## src/prc_pkg.sv

```systemverilog
// Package of offsets, field positions and reset values for the peripheral reset control block
// Overview of operation
// (RQ1) Writing 1 to an implemented bit asserts that peripheral's asynchronous reset.
// (RQ2) Bits never self-clear; software writes 0 to release the peripheral.
// (RQ3) Second reset register at offset 0x0c, read/write, resets to zero.
// (RQ4) Third reset register at offset 0x10, read/write, resets to zero.
// (RQ5) Second register bits 16, 17, 18 reset serial ports 0, 1, 2.
// (RQ6) Second register bits 12 to 15 reset SPI controllers 0 to 3.
// (RQ7) Second register bits 8 and 9 reset I2C controllers 0 and 1.
// (RQ8) Second register bits 2 to 5 reset timers 0 to 3.
// (RQ9) Second register bit 1 resets the GPIO controller.
// (RQ10) Second register bits 20 and 21 reset PWM lower and upper groups.
// (RQ11) Second register bits 24 and 25 reset CAN controllers 0 and 1.
// (RQ12) Second register bits 27, 28, 29 reset USB device, ADC, I2S.
// (RQ13) Second register bits 22 and 23 reset comparator and PS/2 controllers.
// (RQ14) Third register bits 0, 1, 2 reset smart-card controllers 0, 1, 2.
// (RQ15) Reserved bits read as zero and ignore writes.
`default_nettype none

package prc_pkg;
    localparam logic [11:0] PRC_ADDR_CTRL_B  = 12'h00c;
    localparam logic [11:0] PRC_ADDR_CTRL_C  = 12'h010;
    localparam logic [31:0] PRC_RESET_VALUE  = 32'h0000_0000;
    // Implemented bits of each register
    localparam logic [31:0] PRC_MASK_CTRL_B  = 32'h3bf7_f33e;
    localparam logic [31:0] PRC_MASK_CTRL_C  = 32'h0000_0007;
    // Field positions, second register
    localparam int PRC_GPIO_BIT     = 1;
    localparam int PRC_TIMER0_BIT   = 2;
    localparam int PRC_I2C0_BIT     = 8;
    localparam int PRC_SPI0_BIT     = 12;
    localparam int PRC_SERIAL0_BIT  = 16;
    localparam int PRC_PWM_LO_BIT   = 20;
    localparam int PRC_PWM_HI_BIT   = 21;
    localparam int PRC_CMP_BIT      = 22;
    localparam int PRC_KBD_BIT      = 23;
    localparam int PRC_CAN0_BIT     = 24;
    localparam int PRC_USBD_BIT     = 27;
    localparam int PRC_ADC_BIT      = 28;
    localparam int PRC_I2S_BIT      = 29;
    // Field positions, third register
    localparam int PRC_SC0_BIT      = 0;
endpackage

`default_nettype wire

```

## src/prc_apb_slave.sv

```systemverilog
// APB slave decode for the peripheral reset control registers
`timescale 1ns/1ns
`default_nettype none

module prc_apb_slave
(
    input  wire logic        psel,      // Slave select
    input  wire logic        penable,   // Access phase
    input  wire logic        pwrite,    // Write direction
    input  wire logic [11:0] paddr,     // Byte address
    output logic             wr_b,      // Write strobe, second register
    output logic             wr_c,      // Write strobe, third register
    output logic             sel_b,     // Address hits second register
    output logic             sel_c,     // Address hits third register
    output logic             pslverr    // Unmapped address, flagged in setup
);
    import prc_pkg::*;

    wire access_w;
    wire setup_w;
    wire mapped_w;

    assign access_w = psel & penable;
    assign setup_w  = psel & ~penable;
    assign sel_b    = (paddr == PRC_ADDR_CTRL_B);
    assign sel_c    = (paddr == PRC_ADDR_CTRL_C);
    assign mapped_w = sel_b | sel_c;
    assign wr_b     = access_w & pwrite & sel_b;
    assign wr_c     = access_w & pwrite & sel_c;
    // Flagged in setup so the top can register it for the access phase
    assign pslverr  = setup_w & ~mapped_w;
endmodule

`default_nettype wire

```

## src/prc_reset_reg.sv

```systemverilog
// One peripheral reset control register with masked reserved bits
`timescale 1ns/1ns
`default_nettype none

module prc_reset_reg
#(
    parameter logic [31:0] IMPL_MASK = 32'h0000_0000
)
(
    input  wire logic        pclk,      // Bus clock
    input  wire logic        presetn,   // Async reset, active low
    input  wire logic        wr_en,     // Write strobe
    input  wire logic [31:0] wdata,     // Write data
    output logic      [31:0] value_q    // Stored value
);
    import prc_pkg::*;

    logic [31:0] value_d;

    // Reserved bits are forced low, so they read zero and ignore writes
    assign value_d = wr_en ? (wdata & IMPL_MASK) : value_q; // RQ15 RQ2

    always_ff @(posedge pclk or negedge presetn)
    begin
        if (!presetn)
            value_q <= PRC_RESET_VALUE;
        else
            value_q <= value_d; // RQ1
    end
endmodule

`default_nettype wire

```

## src/prc_top.sv

```systemverilog
// Peripheral reset control: two APB registers driving peripheral reset lines
//
// Chosen here: register access over APB.
`timescale 1ns/1ns
`default_nettype none

module prc_top
(
    input  wire logic        pclk,                       // APB clock, 50 MHz
    input  wire logic        presetn,                    // Async reset, active low
    input  wire logic        psel,                       // APB select
    input  wire logic        penable,                    // APB enable
    input  wire logic        pwrite,                     // APB direction
    input  wire logic [11:0] paddr,                      // APB byte address
    input  wire logic [31:0] pwdata,                     // APB write data
    output logic      [31:0] prdata,                     // APB read data
    output logic             pready,                     // APB ready
    output logic             pslverr,                    // APB error
    output logic      [2:0]  serial_port_reset,          // Serial ports 0..2
    output logic      [3:0]  spi_ctrl_reset,             // SPI 0..3
    output logic      [1:0]  i2c_ctrl_reset,             // I2C 0..1
    output logic      [3:0]  timer_reset,                // Timers 0..3
    output logic             gpio_reset,                 // GPIO controller
    output logic             pwm_lower_group_reset,      // PWM channels 0..3
    output logic             pwm_upper_group_reset,      // PWM channels 4..7
    output logic      [1:0]  can_ctrl_reset,             // CAN 0..1
    output logic             usb_device_reset,           // USB device
    output logic             adc_reset,                  // ADC
    output logic             i2s_reset,                  // I2S
    output logic             comparator_reset,           // Analog comparator
    output logic             keyboard_port_reset,        // PS/2
    output logic      [2:0]  smartcard_reset             // Smart-card 0..2
);
    import prc_pkg::*;

    logic [31:0] peripheral_reset_ctrl_b;
    logic [31:0] peripheral_reset_ctrl_c;
    logic        wr_b;
    logic        wr_c;
    logic        sel_b;
    logic        sel_c;
    logic        err_w;
    logic [31:0] prdata_q;
    logic [31:0] prdata_d;
    logic        pready_q;
    logic        pready_d;
    logic        pslverr_q;
    wire         setup_w;
    wire  [31:0] rd_mux_w;

    ////////////////////////////////////////////////////////////////////////////////
    // Bus decode

    prc_apb_slave u_slave
    (
        .psel    (psel),
        .penable (penable),
        .pwrite  (pwrite),
        .paddr   (paddr),
        .wr_b    (wr_b),
        .wr_c    (wr_c),
        .sel_b   (sel_b),
        .sel_c   (sel_c),
        .pslverr (err_w)
    );

    ////////////////////////////////////////////////////////////////////////////////
    // Registers

    prc_reset_reg #(.IMPL_MASK(PRC_MASK_CTRL_B)) u_reg_b // RQ3
    (
        .pclk    (pclk),
        .presetn (presetn),
        .wr_en   (wr_b),
        .wdata   (pwdata),
        .value_q (peripheral_reset_ctrl_b)
    );

    prc_reset_reg #(.IMPL_MASK(PRC_MASK_CTRL_C)) u_reg_c // RQ4
    (
        .pclk    (pclk),
        .presetn (presetn),
        .wr_en   (wr_c),
        .wdata   (pwdata),
        .value_q (peripheral_reset_ctrl_c)
    );

    ////////////////////////////////////////////////////////////////////////////////
    // Bus answer, registered in the setup cycle so it stands through the access phase

    assign setup_w  = psel & ~penable;
    assign rd_mux_w = sel_b ? peripheral_reset_ctrl_b :
                      sel_c ? peripheral_reset_ctrl_c : PRC_RESET_VALUE;
    assign prdata_d = (setup_w & ~pwrite) ? rd_mux_w : prdata_q;
    assign pready_d = setup_w;

    // Zero wait states: ready rises for the first access cycle and drops after it
    always_ff @(posedge pclk or negedge presetn)
    begin
        if (!presetn)
        begin
            prdata_q  <= PRC_RESET_VALUE;
            pready_q  <= 1'b0;
            pslverr_q <= 1'b0;
        end
        else
        begin
            prdata_q  <= prdata_d;
            pready_q  <= pready_d;
            pslverr_q <= err_w;
        end
    end

    assign prdata  = prdata_q;
    assign pready  = pready_q;
    assign pslverr = pslverr_q;

    ////////////////////////////////////////////////////////////////////////////////
    // Reset line fan-out, each straight from a register bit

    assign serial_port_reset     = peripheral_reset_ctrl_b[PRC_SERIAL0_BIT +: 3]; // RQ5
    assign spi_ctrl_reset        = peripheral_reset_ctrl_b[PRC_SPI0_BIT +: 4];    // RQ6
    assign i2c_ctrl_reset        = peripheral_reset_ctrl_b[PRC_I2C0_BIT +: 2];    // RQ7
    assign timer_reset           = peripheral_reset_ctrl_b[PRC_TIMER0_BIT +: 4];  // RQ8
    assign gpio_reset            = peripheral_reset_ctrl_b[PRC_GPIO_BIT];         // RQ9
    assign pwm_lower_group_reset = peripheral_reset_ctrl_b[PRC_PWM_LO_BIT];       // RQ10
    assign pwm_upper_group_reset = peripheral_reset_ctrl_b[PRC_PWM_HI_BIT];       // RQ10
    assign can_ctrl_reset        = peripheral_reset_ctrl_b[PRC_CAN0_BIT +: 2];    // RQ11
    assign usb_device_reset      = peripheral_reset_ctrl_b[PRC_USBD_BIT];         // RQ12
    assign adc_reset             = peripheral_reset_ctrl_b[PRC_ADC_BIT];          // RQ12
    assign i2s_reset             = peripheral_reset_ctrl_b[PRC_I2S_BIT];          // RQ12
    assign comparator_reset      = peripheral_reset_ctrl_b[PRC_CMP_BIT];          // RQ13
    assign keyboard_port_reset   = peripheral_reset_ctrl_b[PRC_KBD_BIT];          // RQ13
    assign smartcard_reset       = peripheral_reset_ctrl_c[PRC_SC0_BIT +: 3];     // RQ14

    ////////////////////////////////////////////////////////////////////////////////
    // Checks

    property p_write_sets;
        @(posedge pclk) disable iff (!presetn)
        (wr_b && pwdata[PRC_GPIO_BIT]) |=> gpio_reset;
    endproperty
    a_write_sets: assert property (p_write_sets) else $error("gpio reset not set"); // RQ1

    property p_hold;
        @(posedge pclk) disable iff (!presetn)
        (!wr_b && timer_reset[0]) |=> timer_reset[0];
    endproperty
    a_hold: assert property (p_hold) else $error("reset bit cleared itself"); // RQ2

    property p_reg_b;
        @(posedge pclk) disable iff (!presetn)
        wr_b |=> (peripheral_reset_ctrl_b == ($past(pwdata) & PRC_MASK_CTRL_B));
    endproperty
    a_reg_b: assert property (p_reg_b) else $error("second register write wrong"); // RQ3

    property p_reg_c;
        @(posedge pclk) disable iff (!presetn)
        wr_c |=> (smartcard_reset == $past(pwdata[2:0]));
    endproperty
    a_reg_c: assert property (p_reg_c) else $error("third register write wrong"); // RQ4

    property p_serial;
        @(posedge pclk) disable iff (!presetn)
        (wr_b && pwdata[18]) |=> serial_port_reset[2];
    endproperty
    a_serial: assert property (p_serial) else $error("serial port 2 reset wrong"); // RQ5

    property p_spi;
        @(posedge pclk) disable iff (!presetn)
        (wr_b && !pwdata[15]) |=> !spi_ctrl_reset[3];
    endproperty
    a_spi: assert property (p_spi) else $error("spi 3 release wrong"); // RQ6

    property p_can;
        @(posedge pclk) disable iff (!presetn)
        (wr_b && pwdata[25]) |=> can_ctrl_reset[1] ##1 (can_ctrl_reset[1] || $past(wr_b));
    endproperty
    a_can: assert property (p_can) else $error("can 1 reset wrong"); // RQ11

    property p_reserved;
        @(posedge pclk) disable iff (!presetn)
        (peripheral_reset_ctrl_b & ~PRC_MASK_CTRL_B) == 32'h0000_0000
        && (peripheral_reset_ctrl_c & ~PRC_MASK_CTRL_C) == 32'h0000_0000;
    endproperty
    a_reserved: assert property (p_reserved) else $error("reserved bit set"); // RQ15

    property p_ready_rise;
        @(posedge pclk) disable iff (!presetn)
        (psel && !penable) |=> pready;
    endproperty
    a_ready_rise: assert property (p_ready_rise) else $error("ready missing"); // RQ3

    property p_ready_fall;
        @(posedge pclk) disable iff (!presetn)
        !(psel && !penable) |=> !pready;
    endproperty
    a_ready_fall: assert property (p_ready_fall) else $error("ready outside access"); // RQ3

    property p_ready_pulse;
        @(posedge pclk) disable iff (!presetn)
        pready |=> !pready;
    endproperty
    a_ready_pulse: assert property (p_ready_pulse) else $error("ready too long"); // RQ3

    property p_err_ready;
        @(posedge pclk) disable iff (!presetn)
        pslverr |-> pready;
    endproperty
    a_err_ready: assert property (p_err_ready) else $error("error without ready"); // RQ3

    property p_err_unmapped;
        @(posedge pclk) disable iff (!presetn)
        (psel && !penable && !sel_b && !sel_c) |=> pslverr;
    endproperty
    a_err_unmapped: assert property (p_err_unmapped) else $error("error missing"); // RQ3 RQ4

    property p_err_mapped;
        @(posedge pclk) disable iff (!presetn)
        (psel && !penable && (sel_b || sel_c)) |=> !pslverr;
    endproperty
    a_err_mapped: assert property (p_err_mapped) else $error("false error"); // RQ3 RQ4

    property p_read_b;
        @(posedge pclk) disable iff (!presetn)
        (psel && !penable && !pwrite && sel_b) |=> (prdata == $past(peripheral_reset_ctrl_b));
    endproperty
    a_read_b: assert property (p_read_b) else $error("second register read wrong"); // RQ3

    property p_read_c;
        @(posedge pclk) disable iff (!presetn)
        (psel && !penable && !pwrite && sel_c) |=> (prdata == $past(peripheral_reset_ctrl_c));
    endproperty
    a_read_c: assert property (p_read_c) else $error("third register read wrong"); // RQ4

    property p_read_none;
        @(posedge pclk) disable iff (!presetn)
        (psel && !penable && !pwrite && !sel_b && !sel_c) |=> (prdata == PRC_RESET_VALUE);
    endproperty
    a_read_none: assert property (p_read_none) else $error("unmapped read not zero"); // RQ15

    property p_stable_b;
        @(posedge pclk) disable iff (!presetn)
        !wr_b |=> $stable(peripheral_reset_ctrl_b);
    endproperty
    a_stable_b: assert property (p_stable_b) else $error("second register moved"); // RQ2

    property p_stable_c;
        @(posedge pclk) disable iff (!presetn)
        !wr_c |=> $stable(peripheral_reset_ctrl_c);
    endproperty
    a_stable_c: assert property (p_stable_c) else $error("third register moved"); // RQ2

    property p_serial_f;
        @(posedge pclk) disable iff (!presetn)
        wr_b |=> (serial_port_reset == $past(pwdata[PRC_SERIAL0_BIT +: 3]));
    endproperty
    a_serial_f: assert property (p_serial_f) else $error("serial field wrong"); // RQ5

    property p_spi_f;
        @(posedge pclk) disable iff (!presetn)
        wr_b |=> (spi_ctrl_reset == $past(pwdata[PRC_SPI0_BIT +: 4]));
    endproperty
    a_spi_f: assert property (p_spi_f) else $error("spi field wrong"); // RQ6

    property p_i2c_f;
        @(posedge pclk) disable iff (!presetn)
        wr_b |=> (i2c_ctrl_reset == $past(pwdata[PRC_I2C0_BIT +: 2]));
    endproperty
    a_i2c_f: assert property (p_i2c_f) else $error("i2c field wrong"); // RQ7

    property p_timer_f;
        @(posedge pclk) disable iff (!presetn)
        wr_b |=> (timer_reset == $past(pwdata[PRC_TIMER0_BIT +: 4]));
    endproperty
    a_timer_f: assert property (p_timer_f) else $error("timer field wrong"); // RQ8

    property p_gpio_f;
        @(posedge pclk) disable iff (!presetn)
        wr_b |=> (gpio_reset == $past(pwdata[PRC_GPIO_BIT]));
    endproperty
    a_gpio_f: assert property (p_gpio_f) else $error("gpio field wrong"); // RQ9

    property p_gpio_release;
        @(posedge pclk) disable iff (!presetn)
        (wr_b && !pwdata[PRC_GPIO_BIT]) |=> !gpio_reset;
    endproperty
    a_gpio_release: assert property (p_gpio_release) else $error("gpio not released"); // RQ2

    property p_pwm_lo_f;
        @(posedge pclk) disable iff (!presetn)
        wr_b |=> (pwm_lower_group_reset == $past(pwdata[PRC_PWM_LO_BIT]));
    endproperty
    a_pwm_lo_f: assert property (p_pwm_lo_f) else $error("pwm lower field wrong"); // RQ10

    property p_pwm_hi_f;
        @(posedge pclk) disable iff (!presetn)
        wr_b |=> (pwm_upper_group_reset == $past(pwdata[PRC_PWM_HI_BIT]));
    endproperty
    a_pwm_hi_f: assert property (p_pwm_hi_f) else $error("pwm upper field wrong"); // RQ10

    property p_can_f;
        @(posedge pclk) disable iff (!presetn)
        wr_b |=> (can_ctrl_reset == $past(pwdata[PRC_CAN0_BIT +: 2]));
    endproperty
    a_can_f: assert property (p_can_f) else $error("can field wrong"); // RQ11

    property p_usb_f;
        @(posedge pclk) disable iff (!presetn)
        wr_b |=> (usb_device_reset == $past(pwdata[PRC_USBD_BIT]));
    endproperty
    a_usb_f: assert property (p_usb_f) else $error("usb field wrong"); // RQ12

    property p_adc_f;
        @(posedge pclk) disable iff (!presetn)
        wr_b |=> (adc_reset == $past(pwdata[PRC_ADC_BIT]));
    endproperty
    a_adc_f: assert property (p_adc_f) else $error("adc field wrong"); // RQ12

    property p_i2s_f;
        @(posedge pclk) disable iff (!presetn)
        wr_b |=> (i2s_reset == $past(pwdata[PRC_I2S_BIT]));
    endproperty
    a_i2s_f: assert property (p_i2s_f) else $error("i2s field wrong"); // RQ12

    property p_cmp_f;
        @(posedge pclk) disable iff (!presetn)
        wr_b |=> (comparator_reset == $past(pwdata[PRC_CMP_BIT]));
    endproperty
    a_cmp_f: assert property (p_cmp_f) else $error("comparator field wrong"); // RQ13

    property p_kbd_f;
        @(posedge pclk) disable iff (!presetn)
        wr_b |=> (keyboard_port_reset == $past(pwdata[PRC_KBD_BIT]));
    endproperty
    a_kbd_f: assert property (p_kbd_f) else $error("keyboard port field wrong"); // RQ13

    property p_sc_f;
        @(posedge pclk) disable iff (!presetn)
        wr_c |=> (smartcard_reset == $past(pwdata[PRC_SC0_BIT +: 3]));
    endproperty
    a_sc_f: assert property (p_sc_f) else $error("smart-card field wrong"); // RQ14

    property p_sc_hold;
        @(posedge pclk) disable iff (!presetn)
        (!wr_c && smartcard_reset[0]) |=> smartcard_reset[0];
    endproperty
    a_sc_hold: assert property (p_sc_hold) else $error("smart-card bit cleared itself"); // RQ2
endmodule

`default_nettype wire

```

## config.mk

```make
export PLATFORM = sky130hd
export DESIGN_NAME = prc_top
export DESIGN_NICKNAME = d
export VERILOG_FILES = /design/src/prc_pkg.sv /design/src/prc_apb_slave.sv /design/src/prc_reset_reg.sv /design/src/prc_top.sv
export SDC_FILE = /design/constraint.sdc
export NUM_CORES = 1
export LEC_CHECK = 0
export BUFFER_PORTS_ARGS = -buffer_cell sky130_fd_sc_hd__buf_4
export CORE_ASPECT_RATIO = 0.9
export CORE_UTILIZATION = 34
export DETAILED_ROUTE_END_ITERATION = 10
export GPL_ROUTABILITY_DRIVEN = 0
export HOLD_SLACK_MARGIN = 0.02
export PLACE_DENSITY = 0.72
export SYNTH_ARGS = -nofsm -noshare
export SYNTH_HDL_FRONTEND = slang
export SYNTH_SLANG_ARGS = --single-unit
```

## constraint.sdc

```tcl
create_clock -name pclk -period 2.3 [get_ports pclk]
set_input_delay 0.46 -clock pclk [delete_from_list [all_inputs] [get_ports pclk]]
set_output_delay 0.46 -clock pclk [all_outputs]
set_load 0.005 [all_outputs]
```

==> impl_metrics.tcl <==
set metrics [dict create \
    status "finished clean" \
    synthFlopType "dfrtp_1" \
    antenna_found_initial 0 \
    finalNetCount 334 \
    grt_pass1_wl_um 7800 \
    grt_pass1_vias 1687 \
    critPathKind "input pin to flip-flop" \
    grt_usage 0.151 \
    end_kind "flip-flop" \
    p_leak_nw 1.71 \
    root_buffer "clkbuf_8" \
    post-route-period-util 0.935 \
    dp_slack_ns -0.181 \
    cts_buffer_depth 2 \
    rsz0062_at_grt "false" \
    synth_common_cells "52 x dfrtp_1, 45 x nand2_1, 25 x mux2_2, 22 x nand3_1, 8 x buf_4" \
    ys_warn_count 0 \
    avgViaCountPerCell 4.52 \
    cts_setup_buffers 0 \
    clk_pin_slew_ns 0.09 \
    setup_viol 0 \
    cts_resized 0 \
    grt_max_degree 53 \
    clock_skew_ns 0.00570 \
    ctsHoldBuffers 0 \
    synth_seq_cells 52 \
    insertion_delay_ns 0.30 \
    cts_num_sinks 52 \
    wl_per_cell_um 13.0 \
    period_needed_ns 2.15 \
    cellPowerDensity_nw_per_um2 535 \
    die_w_um 85.6 \
    avgSynthCellArea_um2 11.5 \
    relSlewSlack 0.569 \
    netlist_area_um2 2140 \
    critPathLaunchType "input pin" \
    h-tree-depth 2 \
    core_area_um2 6110 \
    postRouteAntennaNets 0 \
    async_reset_ff_frac 1.00 \
    multi_input_area_um2 761 \
    drive_above_1_share 0.490 \
    synth_top_cell_by_area "dfrtp_1" \
    slew_violations 0 \
    regArea_um2 1300 \
    rr_startpoint "u_reg_b.value_q[1]" \
    first_pass_iters 4 \
    vias 1687 \
    yosys-top-cells-area "dfrtp_1 61%, mux2_2 13%, nand2_1 7.9%, nand3_1 5.1%, buf_4 2.8%" \
    die_y_um 77.3 \
    start_util 0.350 \
    yosysSeqAreaShare 0.608 \
    dieArea_um2 6620 \
    power.total_mw 1.64 \
    max_freq_mhz 465 \
    regToRegSetupSlack_ns 1.48 \
    hp-class "input pin to asynchronous set/reset pin" \
    synth-edff-count 0 \
    areaGrowthSynthToFinish_pct 43.5 \
    cts-buffers-inserted 5 \
    cap_violations 0 \
    reg2reg_to "prdata[1]" \
    row_count 27 \
    num_antenna_cells 0 \
    crit_arrival_ns 2.34 \
    synth_most_common_cell "dfrtp_1" \
    pin_count 109 \
    r2r_cells 2 \
    ys_types 24 \
    cts_tree "built" \
    synthCells 186 \
    final_cell_area_um2 3070 \
    crit_fanout 10 \
    synth_top_area_share 0.608 \
    portBuffers 92 \
    vdd_drop_max_mv 0.309 \
    dpl_cell_area_um2 2960 \
    whs_ns 0.188 \
    routed_wl_um 4860 \
    drc_errors 0 \
    fillCellCount 551 \
    crit_required_ns 2.49 \
    finalHoldViolCount 0 \
    grt_overflow 0 \
    dp_hpwl_um 3630 \
    tns_ns 0 \
    worst_pin_slew_ns 0.646 \
    drt_first_iter_violations 18 \
    setup_ws_ns 0.149 \
]
-- stage by stage --
step	std cells	util
4_1_cts	373	0.502
3_3_place_gp	365	0.484
6_report	373	0.502
5_1_grt	373	0.502
3_5_place_dp	365	0.484
2_1_floorplan	193	-
-- registers in the layout, indices dropped and copies added, names as in the netlist --
name	flops
pready	1
u_reg_b.value_q	23
u_reg_c.value_q	3
pslverr	1
prdata	24
-- metal layers --
layer,vias to the layer above,wire length (µm),track usage
met1,809,2100,0.182
met3,4,320,0.0420
met2,68,2400,0.260
met5,-,0,0
met4,0,28,0.0483
li1,806,-,-
-- critical path: stages --
cell     delay, ns
buf_4         0.11
or4_4         0.53
or3_1         0.42
nor3b_4       0.24
buf_4         0.23
mux2_2        0.35
-- kinds of logic after synthesis --
group,after synthesis,share of synthesized area
AOI/OAI and AO/OA,5,0.0164
and+or+nand+nor,83,0.182
DFF,52,0.608
other,1,0.00175
muxes,26,0.137
buffers and inverters,19,0.0549
-- how the worst max path moves through the flow --
stage | startpoint | end | slack [ns] | depth (start not counted)
6_report | paddr[6] | u_reg_b.value_q[12] | 0.15 | 6
5_1_grt | paddr[6] | u_reg_b.value_q[3] | 0.10 | 6
4_1_cts | paddr[6] | u_reg_b.value_q[3] | 0.15 | 6
3_5_place_dp | paddr[6] | u_reg_b.value_q[12] | -0.18 | 6
3_3_place_gp | paddr[6] | u_reg_b.value_q[8] | -0.14 | 6
2_1_floorplan | paddr[6] | u_reg_b.value_q[12] | -0.07 | 6
-- cell type report --
class | instances | share of cell area
flip-flops and latches | 52 | 0.424
repair buffers | 103 | 0.256
multi-input cells | 122 | 0.248
well taps | 87 | 0.0354
clock buffers | 5 | 0.0224
clock inverters | 3 | 0.0138
inverters | 1 | 0.00122
-- cells in the final DEF (no fill, tap or decap), drive strengths merged --
cell type / netlist / layout
buf: 11 / 103
nand3b: 2 / 2
clkbuf: 7 / 5
nand2b: 2 / 2
nor4: 1 / 1
conb: 1 / 8
clkinvlp: 0 / 1
o31ai: 2 / 2
and3: 1 / 1
and3b: 1 / 1
mux2: 26 / 26
nand2: 45 / 45
or4: 2 / 2
nor3b: 2 / 2
bufinv: 0 / 1
o21ai: 1 / 1
nor2: 4 / 4
or3: 1 / 1
a22oi: 2 / 2
clkinv: 0 / 1
nand3: 22 / 22
inv: 1 / 1
dfrtp: 52 / 52
-- where the power goes --
part | total (mW) | leakage [nW] | switching (mW) | internal (mW)
Combinational | 0.105 | 0.936 | 0.0488 | 0.0560
Clock | 0.623 | 0.0541 | 0.300 | 0.322
Sequential | 0.917 | 0.725 | 0.000993 | 0.916
Total | 1.64 | 1.71 | 0.350 | 1.29
Power figures use the tool's default switching activity.
